===== src/common/vip_cfg.svh =====
// Constants for the vectored interrupt priority block.
// Assumes inclusion by the package and the design file only.
`ifndef VIP_CFG_SVH
`define VIP_CFG_SVH
`define VIP_NUM_SRC 16
`define VIP_VEC_TOP 16'hdffe
`define VIP_VEC_BASE 16'hdfe0
`define VIP_SP_RESET 8'hff
`define VIP_PC_RESET 16'h0000
`define VIP_CCR_RESET 8'h68
`define VIP_CCR_I_BIT 3
`define VIP_REG_CTRL 32'h00
`define VIP_REG_FLAGS 32'h04
`define VIP_REG_ENABLES 32'h08
`define VIP_REG_STATUS 32'h0c
`define VIP_REG_VECTOR 32'h10
`define VIP_REG_FRAME 32'h14
`define VIP_CTRL_RESET 32'h0000_0001
`define VIP_ENABLES_RESET 32'h0000_0000
`define VIP_VEC_SWI 1
`define VIP_VEC_RESET 0
`endif


===== src/common/vip_pkg.sv =====
// Types shared by the vectored interrupt priority block.
// Assumes vip_cfg.svh is on the include path.
`include "vip_cfg.svh"
package vip_pkg;
   typedef enum logic [6:0] {
      VIP_IDLE  = 7'b000_0001,
      VIP_PUSH  = 7'b000_0010,
      VIP_VECH  = 7'b000_0100,
      VIP_VECL  = 7'b000_1000,
      VIP_FILL  = 7'b001_0000,
      VIP_POP   = 7'b010_0000,
      VIP_RFILL = 7'b100_0000
   } vip_state_e;
   typedef struct packed {
      logic [7:0] cc;
      logic [7:0] acc;
      logic [7:0] idx;
      logic [15:0] pc;
   } vip_frame_s;
endpackage


===== src/vip_ctrl.sv =====
// Interrupt qualification, priority, stacking and vectoring engine.
// Assumes a classic Wishbone master and a one-byte memory port answering next cycle.
`include "vip_cfg.svh"
module vip_ctrl #(
   parameter int NSRC = `VIP_NUM_SRC
) (
   input wire logic clk_i,
   input wire logic rst_i,
   // Wishbone slave
   input wire logic wb_cyc_i,
   input wire logic wb_stb_i,
   input wire logic wb_we_i,
   input wire logic [7:0] wb_adr_i,
   input wire logic [3:0] wb_sel_i,
   input wire logic [31:0] wb_dat_i,
   output logic [31:0] wb_dat_o,
   output logic wb_ack_o,
   // Peripheral events, one pulse per cause
   input wire logic keyboard_wake_evt_i,
   input wire logic periodic_tick_evt_i,
   input wire logic wake_id_evt_i,
   input wire logic carrier_detect_evt_i,
   input wire logic decode_error_evt_i,
   input wire logic byte_received_evt_i,
   input wire logic tx_buffer_sent_evt_i,
   input wire logic tx_error_evt_i,
   input wire logic measurement_delay_evt_i,
   input wire logic timer_overflow_evt_i,
   input wire logic channel_one_evt_i,
   input wire logic channel_zero_evt_i,
   input wire logic wakeup_timer_evt_i,
   input wire logic low_supply_evt_i,
   // CPU side
   input wire logic instr_boundary_i,
   input wire logic software_trap_instruction_i,
   input wire logic return_from_handler_i,
   input wire logic firmware_active_i,
   input wire logic [15:0] next_pc_i,
   input wire logic [7:0] index_i,
   input wire logic [7:0] acc_i,
   input wire logic [7:0] condition_code_register_i,
   input wire logic [7:0] sp_i,
   input wire logic cc_load_i,
   // Memory port
   output logic mem_req_o,
   output logic mem_we_o,
   output logic [15:0] mem_adr_o,
   output logic [7:0] mem_wdat_o,
   input wire logic [7:0] mem_rdat_i,
   // Results to CPU
   output logic [15:0] pc_o,
   output logic [7:0] sp_o,
   output logic [7:0] condition_code_register_o,
   output logic [7:0] index_o,
   output logic [7:0] acc_o,
   output logic restore_o,
   output logic busy_o,
   output logic stop_wake_o
);
   ////////////////////////////////////////////////////////////////////////
   localparam logic [7:0] CCR_RST = `VIP_CCR_RESET;
   vip_pkg::vip_state_e state;
   vip_pkg::vip_frame_s frame;
   logic [13:0] flags;
   logic [12:0] enables;
   logic [5:0] wakeup_interval_field;
   logic [NSRC-1:0] req;
   logic [3:0] win_vec;
   logic win_any;
   logic [2:0] cnt;
   logic [15:0] vec_adr;
   logic [15:0] fetch_pc;
   logic swi_pend;
   logic [13:0] evt;
   logic [13:0] wclr;
   logic bus_hit;
   logic [31:0] rdata;
   logic mask;
   logic frame_valid_entry;
   logic in_return;
   localparam logic [15:0] TRAP_ADR = 16'(`VIP_VEC_TOP) - 16'(2 * `VIP_VEC_SWI);
   localparam logic [12:0] EN_RST = 13'(`VIP_ENABLES_RESET);
   ////////////////////////////////////////////////////////////////////////
   assign evt = {low_supply_evt_i, wakeup_timer_evt_i, channel_zero_evt_i, channel_one_evt_i,
      timer_overflow_evt_i, measurement_delay_evt_i, tx_error_evt_i, tx_buffer_sent_evt_i,
      byte_received_evt_i, decode_error_evt_i, carrier_detect_evt_i, wake_id_evt_i,
      periodic_tick_evt_i, keyboard_wake_evt_i};
   // Ack in flight blocks a second take of the same request
   assign bus_hit = wb_cyc_i && wb_stb_i && !wb_ack_o;
   // Clear per byte lane, as the enables are written
   always_comb begin
      wclr = 14'h0000;
      if (bus_hit && wb_we_i && wb_adr_i == 8'(`VIP_REG_FLAGS)) begin
         if (wb_sel_i[0]) wclr[7:0] = wb_dat_i[7:0];
         if (wb_sel_i[1]) wclr[13:8] = wb_dat_i[13:8];
      end
   end
   assign mask = condition_code_register_o[`VIP_CCR_I_BIT];
   ////////////////////////////////////////////////////////////////////////
   // Flags: write one clears, set wins over clear
   always_ff @(posedge clk_i) begin
      if (rst_i) begin
         flags <= 14'h0000;
      end else begin
         flags <= (flags & ~wclr) | evt;
      end
   end
   always_ff @(posedge clk_i) begin
      if (rst_i) begin
         enables <= EN_RST;
         wakeup_interval_field <= 6'h00;
      end else if (bus_hit && wb_we_i && wb_adr_i == 8'(`VIP_REG_ENABLES)) begin
         if (wb_sel_i[0]) enables[7:0] <= wb_dat_i[7:0];
         if (wb_sel_i[1]) enables[12:8] <= wb_dat_i[12:8];
         if (wb_sel_i[2]) wakeup_interval_field <= wb_dat_i[21:16];
      end
   end
   ////////////////////////////////////////////////////////////////////////
   // Request per vector slot
   always_comb begin
      req = '0;
      req[15] = flags[0] && enables[0];
      req[12] = flags[1] && enables[1];
      req[11] = |(flags[5:2] & enables[5:2]) && !firmware_active_i;
      req[9] = (flags[6] || flags[7]) && enables[6];
      req[8] = flags[8] && enables[7] && !firmware_active_i;
      req[7] = flags[9] && enables[8];
      req[6] = flags[10] && enables[9];
      req[5] = flags[11] && enables[10];
      req[4] = flags[12] && (wakeup_interval_field != 6'h00);
      req[3] = flags[13] && enables[11];
   end
   // Slots 0 to 2 are never requested by events
   // lowest number, highest address, wins
   always_comb begin
      win_vec = 4'h0;
      win_any = 1'b0;
      for (int i = NSRC - 1; i >= 2; i--) begin
         if (req[i]) begin
            win_vec = 4'(i);
            win_any = 1'b1;
         end
      end
   end
   assign vec_adr = 16'(`VIP_VEC_TOP) - 16'({win_vec, 1'b0});
   ////////////////////////////////////////////////////////////////////////
   // Sequencer
   always_ff @(posedge clk_i) begin
      if (rst_i) begin
         state <= vip_pkg::VIP_IDLE;
         cnt <= 3'h0;
         sp_o <= `VIP_SP_RESET;
         condition_code_register_o <= CCR_RST;
         pc_o <= `VIP_PC_RESET;
         frame <= '0;
         mem_req_o <= 1'b0;
         mem_we_o <= 1'b0;
         mem_adr_o <= 16'h0000;
         mem_wdat_o <= 8'h00;
         index_o <= 8'h00;
         acc_o <= 8'h00;
         restore_o <= 1'b0;
         busy_o <= 1'b0;
         fetch_pc <= 16'h0000;
         swi_pend <= 1'b0;
      end else begin
         restore_o <= 1'b0;
         mem_req_o <= 1'b0;
         mem_we_o <= 1'b0;
         // Software loads of the condition codes land only while idle
         if (cc_load_i && state == vip_pkg::VIP_IDLE) begin
            condition_code_register_o <= condition_code_register_i;
         end
         unique case (state)
            vip_pkg::VIP_IDLE: begin
               busy_o <= 1'b0;
               if (instr_boundary_i && (software_trap_instruction_i || (win_any && !mask))) begin
                  frame <= '{cc: condition_code_register_o, acc: acc_i, idx: index_i, pc: next_pc_i};
                  swi_pend <= software_trap_instruction_i;
                  sp_o <= sp_i;
                  cnt <= 3'h0;
                  busy_o <= 1'b1;
                  state <= vip_pkg::VIP_PUSH;
               end else if (instr_boundary_i && return_from_handler_i) begin
                  sp_o <= sp_i;
                  cnt <= 3'h0;
                  busy_o <= 1'b1;
                  state <= vip_pkg::VIP_POP;
               end
            end
            vip_pkg::VIP_PUSH: begin
               // pc low first, condition codes last
               mem_req_o <= 1'b1;
               mem_we_o <= 1'b1;
               mem_adr_o <= {8'h00, sp_o};
               unique case (cnt)
                  3'h0: mem_wdat_o <= frame.pc[7:0];
                  3'h1: mem_wdat_o <= frame.pc[15:8];
                  3'h2: mem_wdat_o <= frame.idx;
                  3'h3: mem_wdat_o <= frame.acc;
                  default: mem_wdat_o <= frame.cc;
               endcase
               // ends one below the last byte
               sp_o <= sp_o - 8'h01;
               cnt <= cnt + 3'h1;
               if (cnt == 3'h4) begin
                  condition_code_register_o[`VIP_CCR_I_BIT] <= 1'b1;
                  state <= vip_pkg::VIP_VECH;
               end
            end
            vip_pkg::VIP_VECH: begin
               mem_req_o <= 1'b1;
               mem_adr_o <= swi_pend ? TRAP_ADR : vec_adr;
               cnt <= 3'h0;
               state <= vip_pkg::VIP_VECL;
            end
            vip_pkg::VIP_VECL: begin
               if (cnt == 3'h0) begin
                  mem_req_o <= 1'b1;
                  mem_adr_o <= mem_adr_o + 16'h0001;
                  // Last pop of a return also steps the stack pointer
                  if (in_return) begin
                     sp_o <= sp_o + 8'h01;
                  end
                  cnt <= 3'h1;
               end else if (cnt == 3'h1) begin
                  fetch_pc[15:8] <= mem_rdat_i;
                  cnt <= 3'h2;
               end else begin
                  fetch_pc[7:0] <= mem_rdat_i;
                  cnt <= 3'h0;
                  state <= vip_pkg::VIP_FILL;
               end
            end
            vip_pkg::VIP_FILL, vip_pkg::VIP_RFILL: begin
               mem_req_o <= cnt != 3'h3;
               mem_adr_o <= fetch_pc + 16'(cnt);
               cnt <= cnt + 3'h1;
               if (cnt == 3'h3) begin
                  pc_o <= fetch_pc;
                  restore_o <= state == vip_pkg::VIP_RFILL;
                  busy_o <= 1'b0;
                  state <= vip_pkg::VIP_IDLE;
               end
            end
            vip_pkg::VIP_POP: begin
               // reverse order pop
               // Read data lands two edges after its request
               cnt <= cnt + 3'h1;
               if (cnt[0] == 1'b0) begin
                  mem_req_o <= 1'b1;
                  mem_adr_o <= {8'h00, sp_o + 8'h01};
                  sp_o <= sp_o + 8'h01;
               end
               unique case (cnt)
                  3'h2: begin
                     condition_code_register_o <= mem_rdat_i;
                  end
                  3'h4: begin
                     acc_o <= mem_rdat_i;
                  end
                  3'h6: begin
                     index_o <= mem_rdat_i;
                     // Program counter bytes share the vector read path
                     swi_pend <= 1'b1;
                     cnt <= 3'h0;
                     state <= vip_pkg::VIP_VECL;
                  end
                  default: ;
               endcase
            end
            default: state <= vip_pkg::VIP_IDLE;
         endcase
         // Return path rejoins the vector read, then refills
         if (state == vip_pkg::VIP_VECL && cnt == 3'h2 && swi_pend && !frame_valid_entry) begin
            state <= vip_pkg::VIP_RFILL;
         end
      end
   end
   // Distinguishes return path from entry path after shared low-byte read
   always_ff @(posedge clk_i) begin
      if (rst_i) begin
         in_return <= 1'b0;
      end else if (state == vip_pkg::VIP_IDLE) begin
         in_return <= 1'b0;
      end else if (state == vip_pkg::VIP_POP) begin
         in_return <= 1'b1;
      end
   end
   assign frame_valid_entry = !in_return;
   always_ff @(posedge clk_i) begin
      if (rst_i) begin
         stop_wake_o <= 1'b0;
      end else begin
         stop_wake_o <= state == vip_pkg::VIP_VECH;
      end
   end
   ////////////////////////////////////////////////////////////////////////
   // Wishbone readback, ack one cycle after strobe
   always_comb begin
      unique case (wb_adr_i)
         8'(`VIP_REG_CTRL): rdata = {24'h0, condition_code_register_o};
         8'(`VIP_REG_FLAGS): rdata = {18'h0, flags};
         8'(`VIP_REG_ENABLES): rdata = {10'h0, wakeup_interval_field, 3'h0, enables};
         8'(`VIP_REG_STATUS): rdata = {16'h0, req};
         8'(`VIP_REG_VECTOR): rdata = {11'h0, win_any, win_vec, vec_adr};
         8'(`VIP_REG_FRAME): rdata = {state != vip_pkg::VIP_IDLE, 7'h0, sp_o, pc_o};
         default: rdata = 32'h0000_0000;
      endcase
   end
   always_ff @(posedge clk_i) begin
      if (rst_i) begin
         wb_ack_o <= 1'b0;
         wb_dat_o <= 32'h0000_0000;
      end else begin
         wb_ack_o <= bus_hit;
         wb_dat_o <= (bus_hit && !wb_we_i) ? rdata : 32'h0000_0000;
      end
   end
endmodule


===== config.mk =====
export PLATFORM = sky130hd
export DESIGN_NAME = vip_ctrl
export DESIGN_NICKNAME = d
export VERILOG_FILES = /design/src/common/vip_pkg.sv /design/src/vip_ctrl.sv
export VERILOG_INCLUDE_DIRS = /design/src /design/src/common
export SDC_FILE = /design/constraint.sdc
export NUM_CORES = 1
export LEC_CHECK = 0
export BUFFER_PORTS_ARGS = -buffer_cell sky130_fd_sc_hd__buf_2
export CORE_UTILIZATION = 58
export DETAILED_ROUTE_END_ITERATION = 8
export GPL_ROUTABILITY_DRIVEN = 0
export GPL_TIMING_DRIVEN = 0
export HOLD_SLACK_MARGIN = 0.12
export PLACE_DENSITY_LB_ADDON = 0.08
export SETUP_SLACK_MARGIN = 0.3
export SYNTH_ARGS = -nofsm -noshare
export SYNTH_HDL_FRONTEND = slang
export SYNTH_SLANG_ARGS = --single-unit

===== constraint.sdc =====
create_clock -name clk_i -period 5.6 [get_ports clk_i]
set_input_delay 0.28 -clock clk_i [delete_from_list [all_inputs] [get_ports clk_i]]
set_output_delay 0.28 -clock clk_i [all_outputs]
set_load 0.02 [all_outputs]

==> results.sh <==
export IMPL_cap_viol_max_count=0
export IMPL_cts_tree="built"
export IMPL_n_fill_cell=1243
export IMPL_setup_slack_ns=2.661
export IMPL_yosysUniqueCellTypes=78
export IMPL_violations="design-rule violations"
export IMPL_slew_limit_headroom_pct=30.20
export IMPL_syn_cell_area_um2=9777
export IMPL_post_drt_wl_per_cell_um=19.58
export IMPL_cp_start_kind="flip-flop"
export IMPL_fin_nets=1709
export IMPL_crit_path_end_kind="flip-flop"
export IMPL_avgSynthCellArea_um2=7.988
export IMPL_cts_buffer_depth=3
export IMPL_antenna_found_initial=0
export IMPL_critPathKind="reg -> reg"
export IMPL_cp_num_buf_inv=2
export IMPL_path_clk_slew_ns=0.06
export IMPL_io_pins=234
export IMPL_syn_inst=1224
export IMPL_grtUsageTotal_pct=39.60
export IMPL_rsz0062_at_grt="false"
export IMPL_hpwl_um=23750
export IMPL_hold_viol_final=0
export IMPL_cp_slowest_stage_delay_ns=0.69
export IMPL_irDropWorstVdd_v=0.0002532
export IMPL_std_cell_rows=47
export IMPL_path_common_cell="buf_2"
export IMPL_min_path_type="in -> reg"
export IMPL_synth_ff_latch_count=204
export IMPL_synth_top_area_share_pct=41.77
export IMPL_core_um2=16520
export IMPL_pre_cts_ws_ns=2.803
export IMPL_drt_first_pass_iters=9
export IMPL_cp_data_arrival_time_ns=3.32
export IMPL_period_minus_slack_ns=2.939
export IMPL_clock_sinks=204
export IMPL_tightest_slew_ns=1.038
export IMPL_die_h_um=131.8
export IMPL_ys_async_sr_fraction_pct=0
export IMPL_path_cells="or3_1 > buf_2 > nor4_1 > buf_2 > nand2_1 > mux2i_1 > nor2_1"
export IMPL_slew_violations=0
export IMPL_synthTopCellsByCount="nand2_1 (247), dfxtp_1 (204), a21oi_1 (138)"
export IMPL_start_util_pct=59.17
export IMPL_area_growth_synth_to_final_pct=31.96
export IMPL_fin_crit_sh_pct=52.48
export IMPL_grt_pass1_vias=10360
export IMPL_cp_top_family="simple AND/OR/NAND/NOR gates"
export IMPL_vias=11150
export IMPL_yosysWarnings=0
export IMPL_cts_buffers=22
export IMPL_routed_wl_um=35390
export IMPL_cts_max_level=1
export IMPL_overflow=0
export IMPL_fin_skew_ns=0.01623
export IMPL_synthFlopType="dfxtp_1"
export IMPL_holdWs_ns=0.1199
export IMPL_rrSetupSlack_ns=2.66
export IMPL_crit_fanout=10
export IMPL_synth_top_area_cell="dfxtp_1"
export IMPL_leakage_nw=5.294
export IMPL_p_per_area_nw_per_um2=265.2
export IMPL_die_x_um=131.8
export IMPL_finalSetupTns_ns=0
export IMPL_synth_most_common_cell="nand2_1"
export IMPL_die_area_um2=17380
export IMPL_vias_per_cell=6.168
export IMPL_clk_latency_ns=0.52
export IMPL_setup_violations=0
export IMPL_n_antenna_cell=0
export IMPL_required_ns=5.98
export IMPL_drt_iter0_drc=1185
export IMPL_drc=2
export IMPL_ant_nets=0
export IMPL_cts_root_buf="clkbuf_16"
export IMPL_synth_edf_count=0
export IMPL_cts_setup_buffers=0
export IMPL_grt_pass1_wl_um=54630
export IMPL_status="complete, but fails checks"
export IMPL_synth_seq_area_share_pct=41.77
export IMPL_critPathSlowestCell="nor4_1"
export IMPL_ys_top_cells_by_area="dfxtp_1 (42%), nand2_1 (9.5%), a21oi_1 (7.1%)"
export IMPL_timing_fmax_mhz=340.2
export IMPL_grt_max_degree=15
export IMPL_portBuffers=213
export IMPL_layout_drive_gt1_share_pct=18.78
## metrics by stage
stage | cell area (um^2) | power (mW) | std cells | util [%]
2_1_floorplan | 9799 | 1.786 | 1230 | -
3_3_place_gp | 11140 | 1.928 | 1663 | 67.42
3_5_place_dp | 11140 | 1.932 | 1663 | 67.42
4_1_cts | 12900 | 3.396 | 1807 | 78.07
5_1_grt | 12900 | 3.514 | 1807 | 78.07
6_report | 12900 | 3.422 | 1807 | 78.07
## report_power, final
group          internal (mW)  total (mW)  switching, mW
Clock                  0.834        1.44          0.604
Combinational          0.189       0.441          0.252
Sequential              1.49        1.54         0.0486
Total                   2.52        3.42          0.905
## placed cells by master (no fill, tap or decap), types with 5 or more instances in the layout
cell           count
nand2_1          247
buf_2            224
dfxtp_1          204
a21oi_1          138
nor2_1           136
dlygate4sd3_1    106
clkbuf_1          60
mux2i_1           44
o21ai_0           42
nand3_1           41
clkbuf_16         22
nor3_1            20
a221oi_1          19
a222oi_1          16
xnor2_1           16
xor2_1            16
inv_1             13
a22oi_1           13
a211oi_1          13
and3_1            12
ha_1              11
nand2b_1           9
a31oi_1            8
nand4_1            8
buf_4              8
o22ai_1            7
o221ai_1           7
conb_1             7
or4_1              5
or3_1              5
or2_2              5
nor2b_1            5
a22o_1             5
a311oi_1           5
## cells by family after synthesis
logic type / synth area share, %
simple gates: 23.96
compound gates: 20.95
flops: 41.77
buf+inv: 4.300
mux: 4.505
xor+xnor: 2.867
fa+ha+maj: 1.612
other cells: 0.03836
## repair_timing
item                                   CTS  global route
gates resized for setup                  0             0
endpoints found under the hold margin  102             0
hold buffers                           106             0
## path summary, 6_finish.rpt
check | from | to | cells past startpoint
max | state[6] | fetch_pc[2] | 7
min | wb_adr_i[3] | wb_dat_o[15] | 4
max reg2reg | state[6] | fetch_pc[2] | 7
min reg2reg | acc_o[3] | acc_o[3] | 2
## area by class of cell
class / instances / area, um^2 / share of cell area [%]
Buffer: 78 / 371.6 / 2.880
Multi-Input combinational cell: 935 / 5295 / 41.04
Tap cell: 220 / 275.3 / 2.134
Timing Repair Buffer: 319 / 2127 / 16.49
Clock inverter: 9 / 112.6 / 0.8729
Inverter: 13 / 48.80 / 0.3782
Sequential cell: 204 / 4084 / 31.66
Clock buffer: 29 / 586.8 / 4.549
## per-layer routing
metal	share of wire, %	vias up	wire length, um	track usage (%)
met2	45	841	16020	63.05
met4	4.8	0	1685	20.03
li1	-	5048	-	-
met5	0	-	0	0
met3	11	157	4050	7.574
met1	39	5099	13630	51.34
## registers in the layout, summed over array words and instances, names as in the netlist, 3 cells and up
name / flops
enables: 13
frame: 40
pc_o: 16
fetch_pc: 16
mem_wdat_o: 8
mem_adr_o: 16
state: 7
cnt: 3
sp_o: 8
wakeup_interval_field: 6
acc_o: 8
index_o: 8
flags: 14
wb_dat_o: 25
condition_code_register_o: 8
## worst reg2reg max path, delay by kind of cell (launching register included)
| family | cells | cell delay, ns |
|---|---|---|
| buffers and inverters | 2 | 0.58 |
| and+or+nand+nor | 4 | 1.53 |
| muxes | 1 | 0.33 |
| DFF | 1 | 0.38 |
No activity file was read; power rests on OpenSTA's default activity.
